<file path="config.mk">
export PLATFORM = sky130hd
export DESIGN_NAME = ccq_decode
export DESIGN_NICKNAME = d
export VERILOG_FILES = /design/src/hdl/ccq_pkg.sv /design/src/hdl/ccq_decode.sv
export SDC_FILE = /design/constraint.sdc
export NUM_CORES = 1
export LEC_CHECK = 0
export BUFFER_PORTS_ARGS = -buffer_cell sky130_fd_sc_hd__buf_2
export CAP_MARGIN = 20
export CORE_MARGIN = 2
export CORE_UTILIZATION = 55
export CTS_CLUSTER_DIAMETER = 50
export CTS_CLUSTER_SIZE = 30
export DETAILED_ROUTE_END_ITERATION = 12
export PLACE_DENSITY = 0.9
export REMOVE_ABC_BUFFERS = 1
export SLEW_MARGIN = 20
export SYNTH_ARGS = -nofsm -noshare
export SYNTH_HDL_FRONTEND = slang
export SYNTH_SLANG_ARGS = --single-unit
</file>
<file path="constraint.sdc">
create_clock -name I_CLK -period 12.2 [get_ports I_CLK]
set_input_delay 2.44 -clock I_CLK [delete_from_list [all_inputs] [get_ports I_CLK]]
set_output_delay 2.44 -clock I_CLK [all_outputs]
set_load 0.05 [all_outputs]
</file>
<file path="src/hdl/ccq_pkg.sv">
// Purpose: constants and carrier types for the completion queue creation decoder
// Assumes: one core clock, admin command fields handed over as whole words
// Notes: status codes are the generic and command specific values of the admin completion entry
`default_nettype none
package ccq_pkg;
  // command word 10 fields
  localparam int SIZE_LSB = 16;
  localparam int ID_LSB = 0;
  // command word 11 fields
  localparam int VEC_LSB = 16;
  localparam int INT_EN_BIT = 1;
  localparam int CONTIG_BIT = 0;
  // largest vector count in msix operation
  localparam int MSIX_MAX_VECTORS = 2048;
  // status code type values
  localparam logic [2:0] SCT_GENERIC = 3'h0;
  localparam logic [2:0] SCT_CMD_SPECIFIC = 3'h1;
  // status codes
  localparam logic [7:0] SC_SUCCESS = 8'h00;
  localparam logic [7:0] SC_INVALID_FIELD = 8'h02;
  localparam logic [7:0] SC_BAD_ID = 8'h01;
  localparam logic [7:0] SC_SIZE_EXCEEDED = 8'h02;
  localparam logic [7:0] SC_BAD_VECTOR = 8'h08;
  // interrupt modes
  localparam logic [1:0] IRQ_PIN = 2'h0;
  localparam logic [1:0] IRQ_MSI = 2'h1;
  localparam logic [1:0] IRQ_MSIX = 2'h2;
  // reset values
  localparam logic [63:0] BASE_RST = 64'h0000_0000_0000_0000;
  // controller states
  typedef enum logic [1:0] {ST_IDLE, ST_CHECK, ST_DONE} ccq_state_t;
  // incoming command
  typedef struct packed {
    logic [63:0] first_page_pointer;
    logic [31:0] command_word_ten;
    logic [31:0] command_word_eleven;
  } ccq_cmd_t;
  // new queue description handed to queue and doorbell logic
  typedef struct packed {
    logic [63:0] base;
    logic contiguous_flag;
    logic [15:0] queue_identifier;
    logic [16:0] entries;
    logic [15:0] interrupt_vector_number;
    logic interrupt_enable_flag;
  } ccq_queue_t;
  // completion status
  typedef struct packed {
    logic [2:0] sct;
    logic [7:0] sc;
  } ccq_status_t;
endpackage : ccq_pkg
`default_nettype wire

</file>
<file path="src/hdl/ccq_decode.sv">
// Purpose: decode and validate a create I/O completion queue admin command
// Assumes: command words arrive with a one cycle valid strobe while idle
// Notes: a queue is only bound after every check has passed
`default_nettype none
module ccq_decode #(
  parameter int NUM_QUEUES = 64,
  parameter int MAX_ENTRIES = 4096
) (
  // clock and reset
  input wire logic I_CLK,
  input wire logic I_RESETN,
  // command in
  input wire logic I_CMD_VALID,
  input wire ccq_pkg::ccq_cmd_t I_CMD,
  // controller configuration
  input wire logic [3:0] I_MEMORY_PAGE_SIZE_SETTING,
  input wire logic [15:0] I_MAX_QUEUE_ENTRIES_SUPPORTED,
  input wire logic [15:0] I_IO_CQ_COUNT,
  input wire logic [1:0] I_IRQ_MODE,
  input wire logic [11:0] I_MSIX_TABLE_SIZE,
  input wire logic [2:0] I_MSI_ENABLED_MESSAGE_COUNT,
  // queue release from the delete path
  input wire logic I_DELETE_VALID,
  input wire logic [15:0] I_DELETE_ID,
  // queue creation out
  output logic O_CREATE_VALID,
  output ccq_pkg::ccq_queue_t O_QUEUE,
  // completion out
  output logic O_CPL_VALID,
  output ccq_pkg::ccq_status_t O_CPL_STATUS,
  output logic O_BUSY
);
  // refuse sizes that the 16 bit identifier compares and casts cannot serve
  if (NUM_QUEUES < 2 || NUM_QUEUES > 65535) begin : g_bad_num_queues
    $error("NUM_QUEUES out of range");
  end
  if (MAX_ENTRIES < 2 || MAX_ENTRIES > 65536) begin : g_bad_max_entries
    $error("MAX_ENTRIES out of range");
  end

  // whole module state apart from the two reset release flops
  typedef struct packed {
    ccq_pkg::ccq_state_t state;
    ccq_pkg::ccq_cmd_t cmd;
    logic [NUM_QUEUES-1:0] in_use;
    logic create;
    ccq_pkg::ccq_queue_t queue;
    logic cpl;
    ccq_pkg::ccq_status_t status;
    logic busy; // busy flag kept as a flop so the output is registered
  } ccq_regs_t;

  ccq_regs_t r_ff;
  ccq_regs_t nxt_r;
  logic rst_meta_ff;
  logic rst_sync_ff;

  // page alignment mask from page size setting, 4KiB times two to the setting
  function automatic logic [63:0] page_mask(input logic [3:0] setting);
    page_mask = (64'h0000_0000_0000_1000 << setting) - 64'h0000_0000_0000_0001;
  endfunction : page_mask

  // reset release through two flops
  always_ff @(posedge I_CLK or negedge I_RESETN) begin
    if (!I_RESETN) begin
      rst_meta_ff <= 1'b0;
      rst_sync_ff <= 1'b0;
    end else begin
      rst_meta_ff <= 1'b1;
      rst_sync_ff <= rst_meta_ff;
    end
  end

  // field extraction, only pointer and words ten and eleven are read
  logic [15:0] f_id;
  logic [15:0] f_size;
  logic [15:0] f_vec;
  logic f_int_en;
  logic f_contig;
  logic [16:0] f_entries;
  logic [16:0] vec_limit;
  assign f_id = r_ff.cmd.command_word_ten[ccq_pkg::ID_LSB +: 16];
  assign f_size = r_ff.cmd.command_word_ten[ccq_pkg::SIZE_LSB +: 16];
  assign f_vec = r_ff.cmd.command_word_eleven[ccq_pkg::VEC_LSB +: 16];
  assign f_int_en = r_ff.cmd.command_word_eleven[ccq_pkg::INT_EN_BIT];
  assign f_contig = r_ff.cmd.command_word_eleven[ccq_pkg::CONTIG_BIT];
  assign f_entries = {1'b0, f_size} + 17'h0_0001;

  // number of usable vectors for the current interrupt mode
  always_comb begin
    case (I_IRQ_MODE)
      ccq_pkg::IRQ_MSIX: begin
        vec_limit = {5'h00, I_MSIX_TABLE_SIZE} + 17'h0_0001;
        if (vec_limit > 17'(ccq_pkg::MSIX_MAX_VECTORS)) begin
          vec_limit = 17'(ccq_pkg::MSIX_MAX_VECTORS);
        end
      end
      ccq_pkg::IRQ_MSI: vec_limit = 17'h0_0001 << I_MSI_ENABLED_MESSAGE_COUNT;
      default: vec_limit = 17'h0_0001;
    endcase
  end

  // checks, in status priority order
  logic bad_id;
  logic bad_size;
  logic bad_vec;
  logic bad_align;
  logic id_busy;
  always_comb begin
    id_busy = 1'b0;
    if (f_id < 16'(NUM_QUEUES)) begin
      id_busy = r_ff.in_use[f_id[$clog2(NUM_QUEUES)-1:0]];
    end
    // queue zero is the admin queue and never made here
    bad_id = (f_id == 16'h0000) || ({1'b0, f_id} > {1'b0, I_IO_CQ_COUNT}) ||
             (f_id >= 16'(NUM_QUEUES)) || id_busy;
    bad_size = (f_size == 16'h0000) || (f_size > I_MAX_QUEUE_ENTRIES_SUPPORTED) ||
               (f_entries > 17'(MAX_ENTRIES));
    bad_vec = {1'b0, f_vec} >= vec_limit;
    // pointer must be page aligned in both layouts
    bad_align = (r_ff.cmd.first_page_pointer & page_mask(I_MEMORY_PAGE_SIZE_SETTING))
                != 64'h0000_0000_0000_0000;
  end

  // next state
  always_comb begin
    nxt_r = r_ff;
    nxt_r.create = 1'b0;
    nxt_r.cpl = 1'b0;
    // a delete frees its identifier
    if (I_DELETE_VALID && (I_DELETE_ID < 16'(NUM_QUEUES))) begin
      nxt_r.in_use[I_DELETE_ID[$clog2(NUM_QUEUES)-1:0]] = 1'b0;
    end
    case (r_ff.state)
      ccq_pkg::ST_IDLE: begin
        if (I_CMD_VALID) begin
          nxt_r.cmd = I_CMD;
          nxt_r.state = ccq_pkg::ST_CHECK;
        end
      end
      ccq_pkg::ST_CHECK: begin
        nxt_r.cpl = 1'b1;
        nxt_r.state = ccq_pkg::ST_DONE;
        nxt_r.status.sct = ccq_pkg::SCT_CMD_SPECIFIC;
        if (bad_id) begin
          nxt_r.status.sc = ccq_pkg::SC_BAD_ID;
        end else if (bad_size) begin
          nxt_r.status.sc = ccq_pkg::SC_SIZE_EXCEEDED;
        end else if (bad_vec) begin
          nxt_r.status.sc = ccq_pkg::SC_BAD_VECTOR;
        end else if (bad_align) begin
          // misaligned pointer is a generic invalid field
          nxt_r.status.sct = ccq_pkg::SCT_GENERIC;
          nxt_r.status.sc = ccq_pkg::SC_INVALID_FIELD;
        end else begin
          // all checks passed: only now bind the queue
          nxt_r.status.sct = ccq_pkg::SCT_GENERIC;
          nxt_r.status.sc = ccq_pkg::SC_SUCCESS;
          nxt_r.create = 1'b1;
          nxt_r.in_use[f_id[$clog2(NUM_QUEUES)-1:0]] = 1'b1;
          nxt_r.queue.base = r_ff.cmd.first_page_pointer;
          nxt_r.queue.contiguous_flag = f_contig;
          nxt_r.queue.queue_identifier = f_id;
          nxt_r.queue.entries = f_entries;
          nxt_r.queue.interrupt_vector_number = f_vec;
          nxt_r.queue.interrupt_enable_flag = f_int_en;
        end
      end
      ccq_pkg::ST_DONE: nxt_r.state = ccq_pkg::ST_IDLE;
      default: nxt_r.state = ccq_pkg::ST_IDLE;
    endcase
    // busy follows the next state so the output needs no decode
    nxt_r.busy = (nxt_r.state != ccq_pkg::ST_IDLE);
  end

  // state register
  always_ff @(posedge I_CLK or negedge rst_sync_ff) begin
    if (!rst_sync_ff) begin
      r_ff <= '0;
    end else begin
      r_ff <= nxt_r;
    end
  end

  // outputs straight from flops
  assign O_CREATE_VALID = r_ff.create;
  assign O_QUEUE = r_ff.queue;
  assign O_CPL_VALID = r_ff.cpl;
  assign O_CPL_STATUS = r_ff.status;
  assign O_BUSY = r_ff.busy;
endmodule : ccq_decode
`default_nettype wire

</file>
==> metrics.txt, run 1 <==
# TYPE chip_impl_metric gauge
chip_impl_info{name="run_status",value="finished, final reports clean"} 1
chip_impl_metric{name="synth_seq_cells",unit=""} 302
chip_impl_metric{name="cts-buffers-inserted",unit=""} 31
chip_impl_metric{name="number_of_gates_given_a_new_drive_strength_after_cts",unit=""} 0
chip_impl_metric{name="cts_num_sinks",unit=""} 302
chip_impl_metric{name="post-route-drc-count",unit=""} 0
chip_impl_metric{name="max_capacitance_violation_count",unit=""} 0
chip_impl_info{name="synth_top_area_cell",value="dfrtp_1"} 1
chip_impl_metric{name="timing.clock.skew",unit="ps"} 24.1
chip_impl_metric{name="final_hold_viol_count",unit=""} 0
chip_impl_metric{name="yosys_warnings",unit=""} 0
chip_impl_metric{name="worstHoldPathCells",unit=""} 0
chip_impl_info{name="crit_path_cell_trace",value="buf_2, ha_1, nand4_1, nor2_1, a31oi_1, nor4_1, o21ai_0, nor2_1, a22oi_1, ha_1, and3_1, o21ai_0, a31oi_1, o2111ai_1, and3_1, nand2_1, nor4_4, buf_4, mux2_2"} 1
chip_impl_metric{name="numPortBuffers",unit=""} 308
chip_impl_info{name="synth_commonest_cells",value="dfrtp_1, mux2_2, buf_4, o21a_1, a31o_2"} 1
chip_impl_metric{name="synthesis.instances",unit=""} 1339
chip_impl_info{name="cts_root_buf",value="clkbuf_16"} 1
chip_impl_metric{name="reg2regPathDepth",unit=""} 10
chip_impl_metric{name="pin_count",unit=""} 330
chip_impl_metric{name="yosysSeqAreaShare",unit="%"} 48.8
chip_impl_metric{name="cts.clk_slew.worst_paths",unit="ps"} 70
chip_impl_info{name="synth_area_leaders",value="dfrtp_1, mux2_2, buf_4"} 1
chip_impl_metric{name="finalWeightedCongestion",unit=""} 0.909
chip_impl_info{name="tritoncts",value="done"} 1
chip_impl_metric{name="synth_edf_count",unit=""} 0
chip_impl_metric{name="ir_worst_vdd",unit="uV"} 143
chip_impl_info{name="cp_slowest_cell",value="buf_4"} 1
chip_impl_metric{name="synth.avg_cell_area",unit="sq um"} 11.6
chip_impl_metric{name="hold_slack",unit="ps"} 363
chip_impl_info{name="critPathKind",value="primary input to register"} 1
chip_impl_metric{name="power_leakage",unit="nW"} 8.71
chip_impl_metric{name="post_synth_instance_area",unit="sq um"} 15500
chip_impl_metric{name="detailedRoute.firstPassIterationCount",unit=""} 6
chip_impl_metric{name="dpl.hpwl",unit="um"} 26200
chip_impl_info{name="kind_of_cell_adding_the_most_delay_to_the_critical_path",value="simple AND/OR/NAND/NOR gates"} 1
chip_impl_info{name="critical_path.startpoint_type",value="primary input"} 1
chip_impl_metric{name="htree_num_levels",unit=""} 1
chip_impl_metric{name="post_cts_setup_buffers",unit=""} 0
chip_impl_metric{name="worst_skew_pair.late_latency",unit="ps"} 580
chip_impl_metric{name="timing.final.max_slew_violations",unit=""} 0
chip_impl_metric{name="dr_total_vias",unit=""} 11100
chip_impl_metric{name="antenna_left",unit=""} 0
chip_impl_metric{name="core_area",unit="sq um"} 27800
chip_impl_metric{name="setup_viol",unit=""} 0
chip_impl_metric{name="ys_types",unit=""} 66
chip_impl_metric{name="placed_area",unit="sq um"} 16400
chip_impl_metric{name="vias_per_cell",unit=""} 5.82
chip_impl_metric{name="grt_start_max_net_pins",unit=""} 85
chip_impl_info{name="rsz0062_at_grt",value="no"} 1
chip_impl_metric{name="overflow",unit=""} 0
chip_impl_metric{name="die_w",unit="um"} 172
chip_impl_info{name="postSynth.topFlopCell",value="dfrtp_1"} 1
chip_impl_metric{name="flow.area_growth_from_synthesis",unit="%"} 13.1
chip_impl_metric{name="cellPowerDensity",unit="nW/um^2"} 153
chip_impl_metric{name="asyncSetResetFlopFracSynth",unit="%"} 100
chip_impl_metric{name="synthDominantCellAreaShare",unit="%"} 48.8
chip_impl_metric{name="wire_per_inst",unit="um"} 19.9
chip_impl_metric{name="cts-hold-fix-buffers",unit=""} 0
chip_impl_metric{name="detailedRoute.firstIterationViolations",unit=""} 969
chip_impl_metric{name="grt_total_usage",unit="%"} 25.5
chip_impl_metric{name="final_nets",unit=""} 1762
chip_impl_info{name="post-synth-top-count-cell",value="dfrtp_1"} 1
chip_impl_metric{name="clockBufferDepth",unit=""} 3
chip_impl_metric{name="start_util",unit="%"} 55.8
chip_impl_metric{name="finalCritPeriodShare",unit="%"} 58.6
chip_impl_metric{name="max_slew_headroom",unit="%"} 27.0
chip_impl_metric{name="slowest_delay",unit="ps"} 780
chip_impl_info{name="holdCritPathClass",value="register to register"} 1
chip_impl_metric{name="die_area",unit="sq um"} 29500
chip_impl_metric{name="number_of_global_route_vias_before_repair",unit=""} 11500
chip_impl_info{name="cp-end-kind",value="register"} 1
chip_impl_metric{name="initial_antenna_violation_count",unit=""} 6
chip_impl_metric{name="crit_cells",unit=""} 19
chip_impl_metric{name="drive_above_1_share",unit="%"} 40.5
chip_impl_metric{name="die_h",unit="um"} 172
chip_impl_metric{name="post-route-min-period",unit="ps"} 7150
chip_impl_metric{name="critPathBufInv",unit=""} 2
chip_impl_metric{name="row_count",unit=""} 61
chip_impl_metric{name="worst_slew_pin_slew",unit="ps"} 1090
chip_impl_metric{name="clock.fmax",unit="GHz"} 0.140
chip_impl_metric{name="critPathRequiredTime",unit="ps"} 12650
chip_impl_metric{name="crit_arrival",unit="ps"} 7600
chip_impl_metric{name="timing.setup.tns",unit="ps"} 0
chip_impl_metric{name="detail_route.wirelength",unit="um"} 38000
chip_impl_metric{name="grt_pass1_wl",unit="um"} 59800
chip_impl_metric{name="postLayoutCellArea",unit="sq um"} 17500
chip_impl_metric{name="cp_max_fo",unit=""} 66
cells in the final DEF, fill, tap and decap left out, types with 4 or more instances in the layout:
master / count
buf_2: 308
dfrtp_1: 301
mux2_2: 167
o21a_1: 68
a31o_2: 63
inv_1: 54
ha_1: 53
nand2_1: 48
nor2b_1: 42
a21oi_1: 31
clkbuf_16: 31
nor2_1: 30
mux2_1: 29
o21ai_0: 26
nand3_1: 23
nand4_1: 23
nor4_1: 21
nor3_1: 20
mux2i_1: 13
xnor2_1: 13
buf_4: 13
xor2_1: 9
conb_1: 9
a31oi_1: 8
a22oi_1: 7
and3_1: 6
and2_1: 6
a221oi_1: 6
o211ai_1: 6
clkinv_2: 5
clkinv_8: 5
diode_2: 4
a21o_1: 4
a22o_1: 4
nand3b_1: 4
inv_8: 4
area by class of cell:
cell class | count | area, sq um
Fill cell | 2132 | 10200
Sequential cell | 302 | 7560
Multi-Input combinational cell | 795 | 6510
Timing Repair Buffer | 323 | 1660
Clock buffer | 34 | 797
Tap cell | 378 | 473
Clock inverter | 23 | 310
Inverter | 55 | 206
Antenna cell | 4 | 10.0
metrics by stage:
stage	power [mW]	instances	worst slack (ps)	util (%)
CTS	2.70	1909	4520	63.0
detailed placement	1.69	1852	3990	59.0
finish	2.69	1914	5050	63.1
global placement	1.65	1852	4090	59.0
global route	2.81	1914	4670	63.1
floorplan	1.52	1152	289	-
routing by layer:
layer / track usage [%] / wire [um] / vias to the layer above
met5: 0 / 25 / -
met4: 11.6 / 1610 / 4
met3: 6.23 / 3080 / 119
met2: 43.0 / 18600 / 502
met1: 31.0 / 14700 / 5494
li1: - / - / 5024
registers in the layout, summed over array words and instances, names as in the netlist:
register and count:
O_BUSY 1, O_CPL_STATUS 4, O_CPL_VALID 1, O_CREATE_VALID 1, O_QUEUE 115, f_contig 1, f_id 16, f_int_en 1
f_size 16, f_vec 16, r_ff 128, rst_meta_ff 1, rst_sync_ff 1
power by group:
group | switching [mW] | internal [mW]
sequential | 0.117 | 1.10
combinational | 0.254 | 0.209
clock | 0.448 | 0.559
total | 0.819 | 1.87
path summary, 6_finish.rpt:
kind | endpoint | start | slack [ps]
worst max-delay path | O_QUEUE[0] | I_MSIX_TABLE_SIZE[0] | 5050
worst max register to register | O_QUEUE[0] | f_id[2] | 7940
worst min register to register | rst_sync_ff | rst_meta_ff | 360
max in group asynchronous | O_QUEUE[20] | rst_sync_ff | 10190
worst min-delay path | rst_sync_ff | rst_meta_ff | 360
min in group asynchronous | O_QUEUE[88] | rst_sync_ff | 460
cell families (layout without fill, tap and decap cells):
family	Yosys count	after routing	synth area share, %
buffers and inverters	249	435	9.47
xor gates and xnor gates	22	22	1.24
muxes	211	211	15.4
DFF	302	302	48.8
AOI/OAI and AO/OA	249	249	11.8
other	2	13	0.0485
adders and majority gates	53	53	4.28
and+or+nand+nor	251	251	8.99
worst reg2reg max path: stages, from the launching register on:
cell      delay [ps]
dfrtp_1          550
buf_4            330
and3b_1          430
a22o_1           310
a221oi_1         220
a21boi_1         170
nor4_1           320
nand4b_1         220
nor4_4           360
buf_4            780
mux2_2           470
Power figures use the tool's default switching activity.
==> inputs of run 2 (changes only) <==
--- a/config.mk
+++ b/config.mk
@@ -8,11 +8,11 @@
 export BUFFER_PORTS_ARGS = -buffer_cell sky130_fd_sc_hd__buf_2
 export CAP_MARGIN = 20
 export CORE_MARGIN = 2
-export CORE_UTILIZATION = 55
+export CORE_UTILIZATION = 50
 export CTS_CLUSTER_DIAMETER = 50
 export CTS_CLUSTER_SIZE = 30
 export DETAILED_ROUTE_END_ITERATION = 12
-export PLACE_DENSITY = 0.9
+export PLACE_DENSITY = 0.87
 export REMOVE_ABC_BUFFERS = 1
 export SLEW_MARGIN = 20
 export SYNTH_ARGS = -nofsm -noshare
==> constraint.sdc (replaced) <==
create_clock -name I_CLK -period 5.9 [get_ports I_CLK]
set_input_delay 1.18 -clock I_CLK [delete_from_list [all_inputs] [get_ports I_CLK]]
set_output_delay 1.18 -clock I_CLK [all_outputs]
set_load 0.05 [all_outputs]
==> run 2 against run 1 <==
Sequential share of layout area shrank 0.25 points. Clock power grew 100%. Hold slack lost 17 ps. Critical path depth grew 2. Worst setup slack lost 4500 ps. Via count grew 1.4%. Count of clock-buffer cells in the layout shrank 1. Wire length is essentially flat. Combinational power grew 100%.
==> metrics.txt, run 2 (synthesis gave the netlist of run 1 again) <==
# TYPE chip_impl_metric gauge
chip_impl_metric{name="clock.fmax",unit="GHz"} 0.186
chip_impl_metric{name="overflow",unit=""} 0
chip_impl_info{name="layout.cells.most_common",value="buf_2"} 1
chip_impl_metric{name="grt_start_max_net_pins",unit=""} 149
chip_impl_metric{name="vias_per_cell",unit=""} 5.84
chip_impl_metric{name="worst_slew_pin_slew",unit="ps"} 1010
chip_impl_info{name="critPathKind",value="primary input to register"} 1
chip_impl_metric{name="setup_viol",unit=""} 0
chip_impl_metric{name="initial_antenna_violation_count",unit=""} 5
chip_impl_metric{name="power_leakage",unit="nW"} 8.75
chip_impl_metric{name="core_area",unit="sq um"} 30600
chip_impl_metric{name="row_count",unit=""} 64
chip_impl_metric{name="dr_total_vias",unit=""} 11300
chip_impl_metric{name="final_hold_viol_count",unit=""} 0
chip_impl_metric{name="numPortBuffers",unit=""} 308
chip_impl_metric{name="critPathRequiredTime",unit="ps"} 6340
chip_impl_metric{name="number_of_global_route_vias_before_repair",unit=""} 11700
chip_impl_info{name="cp-end-kind",value="register"} 1
chip_impl_metric{name="finalCritPeriodShare",unit="%"} 91.1
chip_impl_metric{name="detail_route.wirelength",unit="um"} 38000
chip_impl_metric{name="wire_per_inst",unit="um"} 19.6
chip_impl_metric{name="cts-hold-fix-buffers",unit=""} 0
chip_impl_metric{name="die_h",unit="um"} 180
chip_impl_metric{name="max_capacitance_violation_count",unit=""} 0
chip_impl_metric{name="htree_num_levels",unit=""} 1
chip_impl_metric{name="design_power_total",unit="mW"} 5.53
chip_impl_metric{name="number_of_gates_given_a_new_drive_strength_after_cts",unit=""} 0
chip_impl_metric{name="post-route-min-period",unit="ps"} 5370
chip_impl_info{name="rsz0062_at_grt",value="no"} 1
chip_impl_metric{name="cts.clk_slew.worst_paths",unit="ps"} 70
chip_impl_metric{name="pin_count",unit=""} 330
chip_impl_metric{name="final_nets",unit=""} 1766
chip_impl_info{name="holdCritPathClass",value="register to register"} 1
chip_impl_metric{name="clockBufferDepth",unit=""} 3
chip_impl_metric{name="grt_total_usage",unit="%"} 22.9
chip_impl_metric{name="crit_arrival",unit="ps"} 5810
chip_impl_info{name="tritoncts",value="done"} 1
chip_impl_metric{name="cts_num_sinks",unit=""} 302
chip_impl_metric{name="worst_skew_pair.late_latency",unit="ps"} 560
chip_impl_metric{name="post_cts_setup_buffers",unit=""} 0
chip_impl_metric{name="antenna_left",unit=""} 0
chip_impl_metric{name="die_w",unit="um"} 180
chip_impl_metric{name="cellPowerDensity",unit="nW/um^2"} 313
chip_impl_metric{name="layout.filler_cells",unit=""} 2449
chip_impl_metric{name="largest_reg_flops",unit=""} 128
chip_impl_metric{name="detailedRoute.firstPassIterationCount",unit=""} 5
chip_impl_metric{name="drive_above_1_share",unit="%"} 40.8
chip_impl_metric{name="flow.area_growth_from_synthesis",unit="%"} 13.8
chip_impl_metric{name="cts-buffers-inserted",unit=""} 30
chip_impl_metric{name="timing.final.max_slew_violations",unit=""} 0
chip_impl_info{name="largest-register",value="r_ff"} 1
chip_impl_info{name="cts_root_buf",value="clkbuf_16"} 1
chip_impl_metric{name="die_area",unit="sq um"} 32400
chip_impl_metric{name="grt_pass1_wl",unit="um"} 61100
chip_impl_metric{name="cp_max_fo",unit=""} 33
chip_impl_metric{name="post-route-drc-count",unit=""} 0
chip_impl_metric{name="start_util",unit="%"} 50.7
chip_impl_info{name="mostFrequentLayoutCells",value="buf_2, dfrtp_1, mux2_2, o21a_1, a31o_2"} 1
chip_impl_metric{name="max_slew_headroom",unit="%"} 32.7
chip_impl_info{name="run_status",value="finished, final reports clean"} 1
chip_impl_metric{name="dpl.hpwl",unit="um"} 26200
chip_impl_metric{name="timing.clock.skew",unit="ps"} 16.5
chip_impl_metric{name="finalWeightedCongestion",unit=""} 0.912
chip_impl_metric{name="ir_worst_vdd",unit="uV"} 301
chip_impl_info{name="critical_path.startpoint_type",value="primary input"} 1
chip_impl_metric{name="detailedRoute.firstIterationViolations",unit=""} 799
chip_impl_metric{name="timing.setup.tns",unit="ps"} 0
-- run 2: metal layers --
| layer | vias up | wire length [um] | global-route usage [%] |
|---|---|---|---|
| li1 | 5062 | - | - |
| met1 | 5563 | 14900 | 28.6 |
| met2 | 541 | 18100 | 37.4 |
| met3 | 134 | 3380 | 6.45 |
| met4 | 4 | 1640 | 9.58 |
| met5 | - | 27 | 0 |
-- run 2: through the flow --
step | cell area [sq um] | setup WS [ps] | instances | utilization (%) | hold slack, ps
global route | 17600 | 126 | 1935 | 57.7 | 354
global placement | 16500 | 229 | 1876 | 54.0 | 338
floorplan | 14300 | -4750 | 1152 | - | 331
finish | 17600 | 526 | 1935 | 57.7 | 347
detailed placement | 16500 | 54.7 | 1876 | 54.0 | 342
CTS | 17600 | 623 | 1932 | 57.6 | 351
-- run 2: area by class of cell --
class | instances | area [sq um] | area share (%)
clock inverters | 23 | 303 | 1.72
well taps | 396 | 495 | 2.81
flip-flops and latches | 302 | 7560 | 42.9
inverters | 55 | 206 | 1.17
clock buffers | 33 | 793 | 4.50
repair buffers | 328 | 1750 | 9.95
multi-input cells | 795 | 6520 | 36.9
diodes | 3 | 7.51 | 0.0426
-- run 2: final timing paths --
path | slack [ps] | end | startpoint | depth (start not counted)
min in group asynchronous | 390 | rst_sync_ff | I_RESETN | 1
max | 530 | O_QUEUE[20] | I_MSIX_TABLE_SIZE[0] | 21
max in group asynchronous | 4130 | f_size[10] | rst_sync_ff | 1
min | 350 | rst_sync_ff | rst_meta_ff | 0
min reg2reg | 350 | rst_sync_ff | rst_meta_ff | 0
max reg2reg | 1790 | O_QUEUE[20] | f_id[2] | 11
-- run 2: report_power, final --
part	internal (mW)	switching, mW	total [mW]
clock network	1.15	0.909	2.06
registers	2.28	0.249	2.52
logic	0.432	0.510	0.942
total	3.86	1.67	5.53
-- run 2: worst max-delay path, stage by stage --
cell       delay, ps
buf_2            120
ha_1             230
nand4_1          210
nor2_1           260
a31oi_1          140
nor4_1           280
o21ai_0          140
nor2_1           250
buf_4            200
a21oi_1           80
ha_1             300
a21o_1           180
a21oi_1          180
o21ai_0          100
o2111ai_1        210
and3_1           320
nand2_1          150
nor4_4           400
buf_12           270
buf_4            230
mux2_2           350
==> inputs of run 3 (changes only) <==
--- a/config.mk
+++ b/config.mk
@@ -12,7 +12,7 @@
 export CTS_CLUSTER_DIAMETER = 50
 export CTS_CLUSTER_SIZE = 30
 export DETAILED_ROUTE_END_ITERATION = 12
-export PLACE_DENSITY = 0.87
+export PLACE_DENSITY = 0.86
 export REMOVE_ABC_BUFFERS = 1
 export SLEW_MARGIN = 20
 export SYNTH_ARGS = -nofsm -noshare
==> run 3 against run 2 <==
Sequential power about the same. Wire length down 1.2%. Total power down 1.2%. Critical path type unchanged. Largest cell class unchanged.
==> metrics.txt, run 3 (synthesis gave the netlist of run 1 again) <==
# TYPE chip_impl_metric gauge
chip_impl_info{name="run_status",value="finished, final reports clean"} 1
chip_impl_metric{name="die_w",unit="um"} 180
chip_impl_metric{name="swShare",unit="%"} 30.9
chip_impl_metric{name="die_area",unit="sq um"} 32400
chip_impl_metric{name="layout.filler_cells",unit=""} 2470
chip_impl_metric{name="dpl.hpwl",unit="um"} 26000
chip_impl_info{name="tritoncts",value="done"} 1
chip_impl_metric{name="cts.clk_slew.worst_paths",unit="ps"} 70
chip_impl_info{name="largest-register",value="r_ff"} 1
chip_impl_metric{name="overflow",unit=""} 0
chip_impl_metric{name="vias_per_cell",unit=""} 5.72
chip_impl_info{name="cp-end-kind",value="register"} 1
chip_impl_metric{name="die_h",unit="um"} 180
chip_impl_metric{name="core_area",unit="sq um"} 30600
chip_impl_metric{name="power.share.sequential",unit="%"} 46.6
chip_impl_metric{name="max_capacitance_violation_count",unit=""} 0
chip_impl_metric{name="cts-buffers-inserted",unit=""} 30
chip_impl_metric{name="wire_per_inst",unit="um"} 19.5
chip_impl_info{name="holdCritPathClass",value="register to register"} 1
chip_impl_metric{name="post-route-min-period",unit="ps"} 5240
chip_impl_metric{name="cellPowerDensity",unit="nW/um^2"} 311
chip_impl_metric{name="detail_route.wirelength",unit="um"} 37500
chip_impl_metric{name="drive_above_1_share",unit="%"} 40.7
chip_impl_metric{name="post_cts_setup_buffers",unit=""} 0
chip_impl_metric{name="row_count",unit=""} 64
chip_impl_metric{name="final_nets",unit=""} 1760
chip_impl_metric{name="start_util",unit="%"} 50.7
chip_impl_metric{name="timing.final.max_slew_violations",unit=""} 0
chip_impl_metric{name="grt_util_met3",unit="%"} 5.82
chip_impl_metric{name="initial_antenna_violation_count",unit=""} 5
chip_impl_metric{name="clock_power_share",unit="%"} 36.7
chip_impl_metric{name="power_leakage",unit="nW"} 8.70
chip_impl_metric{name="final_hold_viol_count",unit=""} 0
chip_impl_metric{name="hold_slack",unit="ps"} 355
chip_impl_metric{name="worst_skew_pair.late_latency",unit="ps"} 570
chip_impl_info{name="critPathKind",value="primary input to register"} 1
chip_impl_info{name="hp-start",value="rst_meta_ff"} 1
chip_impl_metric{name="power.net_switching",unit="mW"} 1.69
chip_impl_info{name="cp_slowest_cell",value="nor4_1"} 1
chip_impl_metric{name="dr_total_vias",unit=""} 11000
chip_impl_metric{name="slowest_delay",unit="ps"} 400
chip_impl_metric{name="max_slew_headroom",unit="%"} 25.4
chip_impl_metric{name="setup_viol",unit=""} 0
chip_impl_metric{name="critPathRequiredTime",unit="ps"} 6350
chip_impl_metric{name="antenna_left",unit=""} 0
chip_impl_metric{name="timing.clock.skew",unit="ps"} 18.1
chip_impl_metric{name="regToRegSetupSlack",unit="ps"} 1710
chip_impl_metric{name="reg2regPathDepth",unit=""} 9
chip_impl_metric{name="crit_arrival",unit="ps"} 5690
chip_impl_metric{name="register_area",unit="sq um"} 7560
chip_impl_metric{name="grt_start_max_net_pins",unit=""} 174
chip_impl_info{name="r2r-start",value="f_id[1]"} 1
chip_impl_info{name="crit_start",value="I_MSIX_TABLE_SIZE[0]"} 1
chip_impl_metric{name="intPower",unit="mW"} 3.78
chip_impl_metric{name="grt_total_usage",unit="%"} 22.7
chip_impl_info{name="layout.cells.most_common",value="buf_2"} 1
chip_impl_metric{name="clockBufferDepth",unit=""} 3
chip_impl_info{name="cts_root_buf",value="clkbuf_16"} 1
chip_impl_metric{name="detailedRoute.firstPassIterationCount",unit=""} 5
chip_impl_metric{name="footprint_of_the_multi_input_gates",unit="sq um"} 6520
chip_impl_metric{name="numPortBuffers",unit=""} 308
chip_impl_metric{name="power.share.combinational",unit="%"} 16.7
chip_impl_info{name="critical_path.startpoint_type",value="primary input"} 1
chip_impl_metric{name="finalCritPeriodShare",unit="%"} 88.8
chip_impl_info{name="gr-max-usage-layer",value="met2"} 1
chip_impl_metric{name="worst_slew_pin_slew",unit="ps"} 1120
chip_impl_metric{name="grt_pass1_wl",unit="um"} 60400
chip_impl_metric{name="pin_count",unit=""} 330
chip_impl_metric{name="finalWeightedCongestion",unit=""} 0.919
chip_impl_metric{name="flow.area_growth_from_synthesis",unit="%"} 13.3
chip_impl_metric{name="number_of_global_route_vias_before_repair",unit=""} 11600
chip_impl_info{name="rsz0062_at_grt",value="no"} 1
chip_impl_info{name="mostFrequentLayoutCells",value="buf_2, dfrtp_1, mux2_2, o21a_1, a31o_2"} 1
chip_impl_metric{name="cts_num_sinks",unit=""} 302
chip_impl_metric{name="globalRouteMet1Util",unit="%"} 27.7
chip_impl_metric{name="detailedRoute.firstIterationViolations",unit=""} 671
chip_impl_metric{name="clock.fmax",unit="GHz"} 0.191
chip_impl_info{name="crit_path_cell_trace",value="buf_2, ha_1, nand4_1, nor2_1, a31oi_1, nor4_1, o21ai_0, nor2_1, buf_4, a21oi_1, ha_1, a21o_1, a21oi_1, o21ai_0, o2111ai_1, and3_1, nand2_1, nor4_4, buf_4, buf_12, mux2_2"} 1
chip_impl_metric{name="cts-hold-fix-buffers",unit=""} 0
chip_impl_metric{name="fin_util",unit="%"} 57.4
chip_impl_metric{name="post-route-drc-count",unit=""} 0
chip_impl_metric{name="largest_reg_flops",unit=""} 128
chip_impl_metric{name="met2_usage",unit="%"} 38.6
chip_impl_metric{name="cp_max_fo",unit=""} 43
chip_impl_metric{name="number_of_gates_given_a_new_drive_strength_after_cts",unit=""} 0
chip_impl_metric{name="worstHoldPathCells",unit=""} 0
chip_impl_metric{name="ir_worst_vdd",unit="uV"} 313
chip_impl_metric{name="htree_num_levels",unit=""} 1
-- run 3: routing by layer --
| metal | up-vias | part of all wire [%] | wire, um |
|---|---|---|---|
| met4 | 4 | 4.4 | 1660 |
| met3 | 127 | 8.3 | 3110 |
| li1 | 5046 | - | - |
| met1 | 5380 | 39 | 14800 |
| met5 | - | 0.056 | 21 |
| met2 | 467 | 48 | 18000 |
-- run 3: critical path: cells and delay by family --
kind            cells  cell delay [ps]
mux                 1              360
fa+ha+maj           2              530
buf+inv             4              750
simple gates        7             1800
compound gates      7             1030
-- run 3: area by class of cell --
| cell class | count | share of cell area [%] |
|---|---|---|
| inverter | 55 | 1.18 |
| clock buffer | 32 | 4.50 |
| clock inverter | 23 | 1.56 |
| sequential | 302 | 43.1 |
| multi-input combinational | 795 | 37.1 |
| timing repair buffer | 322 | 9.73 |
| tap | 396 | 2.82 |
| antenna | 2 | 0.0285 |
-- run 3: worst paths after layout --
path,end
hold reg to reg,rst_sync_ff
hold / removal,rst_sync_ff
min in group asynchronous,rst_meta_ff
max in group asynchronous,f_id[0]
setup reg to reg,O_QUEUE[9]
setup / recovery,O_QUEUE[9]
-- run 3: power groups by stage --
stage               combinational (mW)  clock, mW  sequential (mW)
floorplan                        0.639          0             2.51
global placement                 0.857          0             2.56
detailed placement               0.900          0             2.58
CTS                              0.909       2.05             2.54
global route                      1.01       2.12             2.58
finish                           0.913       2.00             2.55
-- run 3: stage by stage --
| stage | TNS, ps | worst slack (ps) | cell area, sq um | instances | power, mW |
|---|---|---|---|---|---|
| 2_1_floorplan | -2081660 | -4750 | 14300 | 1152 | 3.15 |
| 3_3_place_gp | 0 | 360 | 16500 | 1870 | 3.42 |
| 3_5_place_dp | 0 | 155 | 16500 | 1870 | 3.48 |
| 4_1_cts | 0 | 729 | 17500 | 1925 | 5.50 |
| 5_1_grt | 0 | 350 | 17600 | 1927 | 5.71 |
| 6_report | 0 | 658 | 17600 | 1927 | 5.46 |
